--- src/verilog/product_shift_regs.svh ---
// Purpose: Register offsets, fields, reset values and opcodes of the product shifter block
// Assumes: Byte addresses on a 32-bit AHB-Lite bus, one aligned word per register
// Notes: Definitions only
`ifndef PRODUCT_SHIFT_REGS_SVH
`define PRODUCT_SHIFT_REGS_SVH

// Register byte offsets
`define OFS_CTRL 8'h00
`define OFS_STAT 8'h04
`define OFS_ACC 8'h08
`define OFS_PROD 8'h0c
`define OFS_MCAND 8'h10
`define OFS_IRQ_STAT 8'h14
`define OFS_IRQ_CLR 8'h18
`define OFS_IRQ_EN 8'h1c

// Field positions and interrupt field width
`define CTRL_SAT_BIT 0
`define STAT_WRAP_BIT 2
`define STAT_CARRY_BIT 3
`define IRQ_WRAP_BIT 0
`define IRQ_SQUARE_BIT 1
`define IRQ_LOAD_BIT 2
`define IRQ_WIDTH 3

// Reset values
`define RST_MODE 2'h0
`define RST_IRQ_EN 3'h0

// Opcode upper bytes; set-shift is the upper 14 bits
`define OPC_SQUARE_ACC 8'h52
`define OPC_SQUARE_SUB 8'h53
`define OPC_SET_SHIFT 14'h2fc0

// Right-shift mode scaling
`define RIGHT_SHIFT 6
`endif

--- src/verilog/shift_mac_pkg.sv ---
// Purpose: Types shared by the product shifter block
// Assumes: Nothing beyond SystemVerilog
// Notes: Constants live in the register header
package shift_mac_pkg;
    // Product output shifter modes
    typedef enum logic [1:0] {
        SHIFT_NONE = 2'b00,
        SHIFT_LEFT1 = 2'b01,
        SHIFT_LEFT4 = 2'b10,
        SHIFT_RIGHT6 = 2'b11
    } shift_mode_t;
endpackage : shift_mac_pkg

--- src/verilog/product_shift_square_mac.sv ---
// Purpose: Product output shifter, shift-mode setting and square-accumulate/subtract datapath
// Assumes: Decoder presents one instruction word and its operand in the same cycle
// Notes: AHB-Lite slave with zero wait states; level interrupt output
//
// Functional notes
// RQ1: Set-shift copies opcode low two bits
// RQ2: Modes: none, left1, left4, right6 signed
// RQ3: Load-status to word one updates mode
// RQ4: Set-shift ignored on repeated iterations
// RQ5: Mode persists for all later transfers
// RQ6: Right6 mode keeps 128 squares overflow-free
// RQ7: Square-accumulate adds shifted product first
// RQ8: Then latches operand, squares into product
// RQ9: Square-subtract subtracts shifted product first
// RQ10: Then latches operand, squares into product
// RQ11: Wrap and carry flags; saturation selectable
// RQ12: Decode opcodes 0x52, 0x53; bit7 indirect
// RQ13: Offset 0..127, aux 0..7, one word
`include "product_shift_regs.svh"

module product_shift_square_mac #(
    parameter int DATA_W = 16
) (
    // Clock and reset
    input wire logic mclk,
    input wire logic nrst,
    // Instruction and operand from the decoder
    input wire logic instrValid,
    input wire logic [15:0] instrWord,
    input wire logic repeatIter,
    input wire logic [DATA_W-1:0] operandData,
    // Load-status path, word one
    input wire logic loadStatusValid,
    input wire logic [15:0] loadStatusWord,
    // Operand addressing and program counter step
    output logic operandIndirect,
    output logic [6:0] operandOffset,
    output logic [2:0] nextAuxPointer,
    output logic pcAdvance,
    // Accumulator side
    output logic [31:0] accumulator,
    output logic sumWrapFlag,
    output logic carryFlag,
    output logic [1:0] productShiftMode,
    // AHB-Lite slave
    input wire logic hsel,
    input wire logic [31:0] haddr,
    input wire logic [1:0] htrans,
    input wire logic hwrite,
    input wire logic [2:0] hsize,
    input wire logic [31:0] hwdata,
    input wire logic hready,
    output logic hreadyout,
    output logic hresp,
    output logic [31:0] hrdata,
    // Interrupt
    output logic irq
);
    // Product and multiplicand state
    logic [31:0] product;
    logic [DATA_W-1:0] multiplicandLatch;
    logic saturateOnWrap; // Control bit from software
    logic [`IRQ_WIDTH-1:0] irqStatus;
    logic [`IRQ_WIDTH-1:0] irqEnable;

    // Decode of the current instruction word
    logic isSquareAcc;
    logic isSquareSub;
    logic isSquare;
    logic isSetShift;
    assign isSquareAcc = instrValid && instrWord[15:8] == `OPC_SQUARE_ACC; // RQ12
    assign isSquareSub = instrValid && instrWord[15:8] == `OPC_SQUARE_SUB; // RQ12
    assign isSquare = isSquareAcc || isSquareSub;
    assign isSetShift = instrValid && instrWord[15:2] == `OPC_SET_SHIFT && !repeatIter; // RQ4

    // Product output shifter
    logic [31:0] shiftedProduct;
    always_comb begin
        case (shift_mac_pkg::shift_mode_t'(productShiftMode)) // RQ5
            shift_mac_pkg::SHIFT_NONE: begin
                shiftedProduct = product; // RQ2
            end
            shift_mac_pkg::SHIFT_LEFT1: begin
                shiftedProduct = {product[30:0], 1'b0}; // RQ2
            end
            shift_mac_pkg::SHIFT_LEFT4: begin
                shiftedProduct = {product[27:0], 4'h0}; // RQ2
            end
            shift_mac_pkg::SHIFT_RIGHT6: begin
                shiftedProduct = 32'($signed(product) >>> `RIGHT_SHIFT); // RQ2 RQ6
            end
            default: begin
                shiftedProduct = product;
            end
        endcase
    end

    // Accumulator adder or subtractor with carry and overflow
    logic [31:0] addend;
    logic [32:0] rawSum;
    logic sumWrap;
    logic [31:0] next_accumulator;
    assign addend = isSquareSub ? ~shiftedProduct : shiftedProduct; // RQ9
    assign rawSum = {1'b0, accumulator} + {1'b0, addend} + {32'h0, isSquareSub}; // RQ7 RQ9
    assign sumWrap = (accumulator[31] == addend[31]) && (rawSum[31] != accumulator[31]); // RQ11
    always_comb begin
        if (sumWrap && saturateOnWrap) begin
            next_accumulator = accumulator[31] ? 32'h80000000 : 32'h7fffffff; // RQ11
        end else begin
            next_accumulator = rawSum[31:0];
        end
    end

    // Squared operand
    logic signed [31:0] operandWide; // Operand sign-extended before the multiply
    logic [31:0] square;
    // Widen first so the product is not cut to the operand width
    assign operandWide = 32'($signed(operandData));
    assign square = 32'(operandWide * operandWide); // RQ8 RQ10

    // Accumulator, flags and product update on square instructions
    always_ff @(posedge mclk or negedge nrst) begin
        if (!nrst) begin
            accumulator <= 32'h0;
            carryFlag <= 1'b0;
            product <= 32'h0;
            multiplicandLatch <= '0;
        end else if (isSquare) begin
            accumulator <= next_accumulator; // RQ7 RQ9
            carryFlag <= rawSum[32]; // RQ11
            multiplicandLatch <= operandData; // RQ8 RQ10
            product <= square; // RQ8 RQ10
        end
    end

    // Bus address phase capture
    logic busWrite;
    logic [7:0] busAddr;
    logic addrPhase;
    assign addrPhase = hsel && hready && htrans[1];
    always_ff @(posedge mclk or negedge nrst) begin
        if (!nrst) begin
            busWrite <= 1'b0;
            busAddr <= 8'h0;
        end else if (hready) begin
            busWrite <= addrPhase && hwrite;
            busAddr <= haddr[7:0];
        end
    end

    // Data phase write strobes
    logic wrCtrl;
    logic wrStat;
    logic wrIrqClr;
    logic wrIrqEn;
    assign wrCtrl = busWrite && busAddr == `OFS_CTRL;
    assign wrStat = busWrite && busAddr == `OFS_STAT;
    assign wrIrqClr = busWrite && busAddr == `OFS_IRQ_CLR;
    assign wrIrqEn = busWrite && busAddr == `OFS_IRQ_EN;

    // Shift mode field of status word one
    always_ff @(posedge mclk or negedge nrst) begin
        if (!nrst) begin
            productShiftMode <= `RST_MODE;
        end else if (isSetShift) begin
            productShiftMode <= instrWord[1:0]; // RQ1
        end else if (loadStatusValid) begin
            productShiftMode <= loadStatusWord[1:0]; // RQ3
        end
    end

    // Sticky wrap flag; a new wrap wins over a software clear
    always_ff @(posedge mclk or negedge nrst) begin
        if (!nrst) begin
            sumWrapFlag <= 1'b0;
        end else if (isSquare && sumWrap) begin
            sumWrapFlag <= 1'b1; // RQ11
        end else if (wrStat && hwdata[`STAT_WRAP_BIT]) begin
            sumWrapFlag <= 1'b0;
        end
    end

    // Control register
    always_ff @(posedge mclk or negedge nrst) begin
        if (!nrst) begin
            saturateOnWrap <= 1'b0;
        end else if (wrCtrl) begin
            saturateOnWrap <= hwdata[`CTRL_SAT_BIT];
        end
    end

    // Operand addressing outputs and program counter step
    always_ff @(posedge mclk or negedge nrst) begin
        if (!nrst) begin
            operandIndirect <= 1'b0;
            operandOffset <= 7'h0;
            nextAuxPointer <= 3'h0;
            pcAdvance <= 1'b0;
        end else begin
            pcAdvance <= isSquare || isSetShift; // RQ13
            if (isSquare) begin
                operandIndirect <= instrWord[7]; // RQ12
                operandOffset <= instrWord[6:0]; // RQ13
                nextAuxPointer <= instrWord[2:0]; // RQ13
            end
        end
    end

    // Interrupt events
    logic [`IRQ_WIDTH-1:0] irqEvent;
    assign irqEvent[`IRQ_WRAP_BIT] = isSquare && sumWrap;
    assign irqEvent[`IRQ_SQUARE_BIT] = isSquare;
    assign irqEvent[`IRQ_LOAD_BIT] = loadStatusValid;

    // Sticky status bits, set wins over clear
    genvar gi;
    generate
        for (gi = 0; gi < `IRQ_WIDTH; gi++) begin : gStatus
            always_ff @(posedge mclk or negedge nrst) begin
                if (!nrst) begin
                    irqStatus[gi] <= 1'b0;
                end else if (irqEvent[gi]) begin
                    irqStatus[gi] <= 1'b1;
                end else if (wrIrqClr && hwdata[gi]) begin
                    irqStatus[gi] <= 1'b0;
                end
            end
        end
    endgenerate

    // Interrupt enable register
    always_ff @(posedge mclk or negedge nrst) begin
        if (!nrst) begin
            irqEnable <= `RST_IRQ_EN;
        end else if (wrIrqEn) begin
            irqEnable <= hwdata[`IRQ_WIDTH-1:0];
        end
    end

    // Interrupt output from a flop
    always_ff @(posedge mclk or negedge nrst) begin
        if (!nrst) begin
            irq <= 1'b0;
        end else begin
            irq <= |(irqStatus & irqEnable);
        end
    end

    // Read mux for the address phase
    logic [31:0] readValue;
    always_comb begin
        case (haddr[7:0])
            `OFS_CTRL: readValue = {31'h0, saturateOnWrap};
            `OFS_STAT: readValue = {28'h0, carryFlag, sumWrapFlag, productShiftMode};
            `OFS_ACC: readValue = accumulator;
            `OFS_PROD: readValue = product;
            `OFS_MCAND: readValue = 32'(multiplicandLatch);
            `OFS_IRQ_STAT: readValue = {29'h0, irqStatus};
            `OFS_IRQ_EN: readValue = {29'h0, irqEnable};
            default: readValue = 32'h0; // Unmapped and write-only read zero
        endcase
    end

    // Bus answer: zero wait, always OKAY
    always_ff @(posedge mclk or negedge nrst) begin
        if (!nrst) begin
            hrdata <= 32'h0;
            hreadyout <= 1'b0;
            hresp <= 1'b0;
        end else begin
            hreadyout <= 1'b1;
            hresp <= 1'b0;
            if (addrPhase && !hwrite) begin
                hrdata <= readValue;
            end
        end
    end

    // Checks
    chk_set_mode: assert property (@(posedge mclk) disable iff (!nrst) // RQ1
        isSetShift |=> productShiftMode == $past(instrWord[1:0]))
        else $error("shift mode not taken from opcode");
    chk_repeat_block: assert property (@(posedge mclk) disable iff (!nrst) // RQ4
        (instrValid && repeatIter && instrWord[15:2] == `OPC_SET_SHIFT && !loadStatusValid)
        |=> $stable(productShiftMode))
        else $error("repeated set-shift changed mode");
    chk_load_mode: assert property (@(posedge mclk) disable iff (!nrst) // RQ3
        (loadStatusValid && !isSetShift) |=> productShiftMode == $past(loadStatusWord[1:0]))
        else $error("load-status did not set mode");
    chk_mode_hold: assert property (@(posedge mclk) disable iff (!nrst) // RQ5
        (!isSetShift && !loadStatusValid) |=> $stable(productShiftMode))
        else $error("shift mode changed by itself");
    chk_left4_shift: assert property (@(posedge mclk) disable iff (!nrst) // RQ2
        productShiftMode == 2'b10 |-> shiftedProduct == product << 4)
        else $error("left4 shift wrong");
    chk_right6_range: assert property (@(posedge mclk) disable iff (!nrst) // RQ2 RQ6
        productShiftMode == 2'b11 |-> shiftedProduct == {{6{product[31]}}, product[31:6]})
        else $error("right6 result not sign-extended");
    chk_acc_add: assert property (@(posedge mclk) disable iff (!nrst) // RQ7
        (isSquareAcc && !sumWrap) |=> accumulator == $past(accumulator) + $past(shiftedProduct))
        else $error("accumulate sum wrong");
    chk_acc_sub: assert property (@(posedge mclk) disable iff (!nrst) // RQ9
        (isSquareSub && !sumWrap) |=> accumulator == $past(accumulator) - $past(shiftedProduct))
        else $error("subtract result wrong");
    chk_square_load: assert property (@(posedge mclk) disable iff (!nrst) // RQ8
        isSquare |=> multiplicandLatch == $past(operandData)
        && product == 32'(32'($signed($past(operandData))) * 32'($signed($past(operandData)))))
        else $error("square not stored");
    chk_saturate: assert property (@(posedge mclk) disable iff (!nrst) // RQ11
        (isSquare && sumWrap && saturateOnWrap) |=> sumWrapFlag
        && (accumulator == 32'h7fffffff || accumulator == 32'h80000000))
        else $error("saturation or wrap flag wrong");
    chk_pc_step: assert property (@(posedge mclk) disable iff (!nrst) // RQ13
        isSquare |=> pcAdvance && operandOffset == $past(instrWord[6:0]))
        else $error("pc step or offset wrong");

    // Remaining shifter modes, exact values
    chk_none_shift: assert property (@(posedge mclk) disable iff (!nrst) // RQ2
        productShiftMode == 2'b00 |-> shiftedProduct == product)
        else $error("unshifted product wrong");
    chk_left1_shift: assert property (@(posedge mclk) disable iff (!nrst) // RQ2
        productShiftMode == 2'b01 |-> shiftedProduct == {product[30:0], 1'b0})
        else $error("left1 shift wrong");

    // Accumulator holds between square instructions
    chk_acc_hold: assert property (@(posedge mclk) disable iff (!nrst) // RQ7 RQ9
        !isSquare |=> $stable(accumulator))
        else $error("accumulator changed without a square");

    // Carry is the unsigned carry of the add, or no-borrow of the subtract
    chk_carry_add: assert property (@(posedge mclk) disable iff (!nrst) // RQ11
        isSquareAcc |=> carryFlag == ($past(accumulator) > ~$past(shiftedProduct)))
        else $error("carry after accumulate wrong");
    chk_carry_sub: assert property (@(posedge mclk) disable iff (!nrst) // RQ11
        isSquareSub |=> carryFlag == ($past(accumulator) >= $past(shiftedProduct)))
        else $error("no-borrow after subtract wrong");

    // Wrap flag is set by any wrap and stays until software clears it
    chk_wrap_set: assert property (@(posedge mclk) disable iff (!nrst) // RQ11
        (isSquare && sumWrap) |=> sumWrapFlag)
        else $error("wrap flag not set");
    chk_wrap_sticky: assert property (@(posedge mclk) disable iff (!nrst) // RQ11
        (sumWrapFlag && !(wrStat && hwdata[`STAT_WRAP_BIT])) |=> sumWrapFlag)
        else $error("wrap flag dropped without a clear");
endmodule : product_shift_square_mac

--- config.mk ---
export PLATFORM = sky130hd
export DESIGN_NAME = product_shift_square_mac
export DESIGN_NICKNAME = d
export VERILOG_FILES = /design/src/verilog/shift_mac_pkg.sv /design/src/verilog/product_shift_square_mac.sv
export VERILOG_INCLUDE_DIRS = /design/src /design/src/verilog
export SDC_FILE = /design/constraint.sdc
export NUM_CORES = 1
export LEC_CHECK = 0
export ABC_AREA = 1
export BUFFER_PORTS_ARGS = -buffer_cell sky130_fd_sc_hd__buf_2
export CORE_MARGIN = 2
export CORE_UTILIZATION = 56
export CTS_BUF_LIST = sky130_fd_sc_hd__clkbuf_8
export DETAILED_ROUTE_END_ITERATION = 16
export PLACE_DENSITY = 0.82
export REMOVE_ABC_BUFFERS = 1
export SLEW_MARGIN = 5
export SYNTH_ARGS = -nofsm -noshare
export SYNTH_HDL_FRONTEND = slang
export SYNTH_SLANG_ARGS = --single-unit
--- constraint.sdc ---
create_clock -name mclk -period 3.26 [get_ports mclk]
set_clock_uncertainty 0.05 [all_clocks]
set_input_delay 0.489 -clock mclk [delete_from_list [all_inputs] [get_ports mclk]]
set_output_delay 0.489 -clock mclk [all_outputs]
set_load 0.01 [all_outputs]
==> flow_summary.toml <==
[setup_path]
r2r_start = "productShiftMode[0]$_DFFE_PN0P_"
start_kind = "primary input"
cp-end-kind = "flop"
arrival_ns = 5.71
r2r-end = "accumulator[29]$_DFFE_PN0P_"
startpoint = "operandData[1]"
ff2ff_path_depth = 21
worstPathMaxFanout = 4
crit_path_end = "product[23]$_DFFE_PN0P_"
ff2ff_setup_slack_ns = -0.27
required_ns = 3.57
criticalPathCategory = "primary input to flop"

[layout]
layout-drive-gt1-share = 0.363
fillCellCount = 1879
instances_no_fill = 3239
syn2layout_area_growth_pct = 40.9
nNetsFinal = 3308
final_common_cell = "inv_1"
most-common-layout-cells = "inv_1, nand2_1, buf_4, fa_1, dfrtp_1"
final_area_mm2 = 0.0256

[logic_synthesis]
yosysSeqAreaShare = 0.194
synth_cell_types = 50
ys_ff_latch = 141
yosys.area_share.simple = 0.178
synthXorXnorAreaFrac = 0.0439
synth_edf_count = 0
synth_compound_area_frac = 0.112
synthCells = 2267
synth.area.mux_share = 0.00248
post_synth_fa_ha_maj_area_fraction = 0.346
ys_warn_count = 0
yosys_most_used_dff = "dfrtp_1"
synth_top_family_by_area = "adder cells"
avgSynthCellArea_um2 = 8.01
ys_async_sr_fraction = 1.00
syn_area_mm2 = 0.0182

[floorplan]
row_count = 65
coreArea_mm2 = 0.0317
fp.dieW_um = 184
dieArea_mm2 = 0.0339
die_h_um = 184
io_pins = 208
start_util = 0.573

[route]
wirelength_um = 65200
drtAntennaViolNets = 0
via_per_inst = 5.78
drt_iter0_drc = 1514
num_vias = 18700
drt-pass1-iter-count = 7
drc = 0
wl_per_cell_um = 20.1

[run_status]
outcome = "complete, but fails checks"
violations = "negative hold slack, negative setup slack"

[place]
placement.io_buffers = 135
placedCellCount = 3132
dpl_cell_area_mm2 = 0.0222
gp_congestion = 0.975
dp_hpwl_um = 46300

[clock_network]
cts_made_buffers = 17
htreeDepth = 4
cts.reportedPaths.clkPinSlew_ns = 0.09
ctsHoldBuffers = 0
worstSkewPairLatency_ns = 0.49
clock_path_buffers = 2
cts_sinks = 141
root_buffer = "clkbuf_8"
cts_tree = "done"

[timing]
rsz0062_at_grt = "yes"
clock.fmax_ghz = 0.185
relSlewSlack = 0.465
hold_viol = 16
fin_crit_sh = 1.66
worst_pin_slew_ns = 0.802
maxSlewViolCount = 0
setup_violations = 62
hold_ws_ns = -0.0235
fin_crit_ns = 5.40
setup_slack_ns = -2.14

[flow_run]
maxCapViolCount = 0

[grt]
grt_pass1_wl_um = 96400
grt.total_usage = 0.363
grt_pass1_vias = 19300
antenna_found_initial = 0
grt_max_degree = 84
grt_remaining_overflow = 0

[hold_path]
hold_path_class = "primary input to asynchronous set/reset pin"
-- synth_stat cells, drive strengths merged (28+ instances only) --
| cell type | instances | area (µm²) |
|---|---|---|
| ha | 124 | 1550 |
| clkbuf | 66 | 248 |
| dfrtp | 141 | 3530 |
| inv | 492 | 1850 |
| xor2 | 63 | 552 |
| nand3 | 119 | 706 |
| fa | 236 | 4720 |
| o21ai | 146 | 734 |
| nor2 | 86 | 349 |
| xnor2 | 28 | 245 |
| a21oi | 90 | 450 |
| nand2 | 476 | 1820 |
| o22ai | 43 | 269 |
-- cell type report --
class,instances,area [µm²],area share
Clock buffer,19,262,0.0102
Clock inverter,13,139,0.00543
Antenna cell,1,2.50,0.0000978
Multi-Input combinational cell,1546,14300,0.557
Timing Repair inverter,3,43.8,0.00171
Timing Repair Buffer,619,4960,0.194
Inverter,495,1890,0.0737
Tap cell,402,503,0.0197
Sequential cell,141,3530,0.138
-- registers in the layout, summed over array words and instances, names as in the netlist --
name,cells
accumulator,32
busAddr,8
busWrite,1
carryFlag,1
hrdata,32
hreadyout,1
irq,1
irqEnable,3
irqStatus,3
multiplicandLatch,15
operandIndirect,1
operandOffset,7
pcAdvance,1
product,31
productShiftMode,2
saturateOnWrap,1
sumWrapFlag,1
-- through the flow --
step	TNS (ns)	utilization	setup slack, ns	hold WS (ns)
floorplan	-115.91	-	-2.36	0.143
global placement	-72.20	0.700	-2.90	0.408
detailed placement	-76.30	0.700	-3.00	0.410
CTS	-44.16	0.774	-1.98	0.0196
global route	-58.45	0.807	-2.26	0.0390
finish	-50.19	0.807	-2.14	-0.0235
-- per-layer routing --
layer / vias to the layer above / routed length (µm) / track usage
met5: - / 0 / 0
li1: 8188 / - / -
met1: 9137 / 23100 / 0.411
met3: 349 / 5080 / 0.0588
met2: 1034 / 32800 / 0.661
met4: 0 / 4270 / 0.183
-- cells by family (layout without fill, tap and decap cells) --
kind of cell / after synthesis / count (layout)
muxes: 4 / 4
other: 2 / 3
xor gates and xnor gates: 91 / 91
and+or+nand+nor: 737 / 737
buffers and inverters: 580 / 1149
DFF: 141 / 141
adders and majority gates: 360 / 360
AOI/OAI and AO/OA: 352 / 352
-- worst min path at each step --
| stage | endpoint | slack (ns) | cells after the start |
|---|---|---|---|
| CTS | productShiftMode[0]$_DFFE_PN0P_ | 0.02 | 1 |
| detailed placement | operandOffset[3]$_DFFE_PN0P_ | 0.41 | 2 |
| global route | accumulator[2]$_DFFE_PN0P_ | 0.04 | 1 |
| floorplan | accumulator[0]$_DFFE_PN0P_ | 0.14 | 0 |
| finish | accumulator[2]$_DFFE_PN0P_ | -0.02 | 1 |
| global placement | hrdata[30]$_DFFE_PN0P_ | 0.41 | 2 |
-- critical path: stages --
cell	delay [ns]
buf_8	0.11
buf_6	0.13
buf_12	0.12
nand2_4	0.06
inv_2	0.04
fa_1	0.48
inv_1	0.05
fa_2	0.35
fa_2	0.40
fa_1	0.48
inv_1	0.05
fa_1	0.54
inv_1	0.06
fa_1	0.49
inv_1	0.07
ha_4	0.24
buf_4	0.14
buf_4	0.15
nand2_2	0.12
nor2_2	0.05
o21ai_0	0.08
o211ai_1	0.15
nand2_1	0.15
nand3_4	0.13
buf_4	0.17
or2_4	0.21
nand3_1	0.08
o21ai_0	0.10
-- timing repair --
action,in CTS,in global routing
pin swaps,137,80
cloned,7,2
endpoints found under the setup margin,62,62
hold endpoints to repair,0,0
buffers inserted,40,30
gates resized for setup,366,196
Power is left out: the tool's default activity adds up to more than one toggle a clock period on the data nets, which glitch-free logic cannot reach.
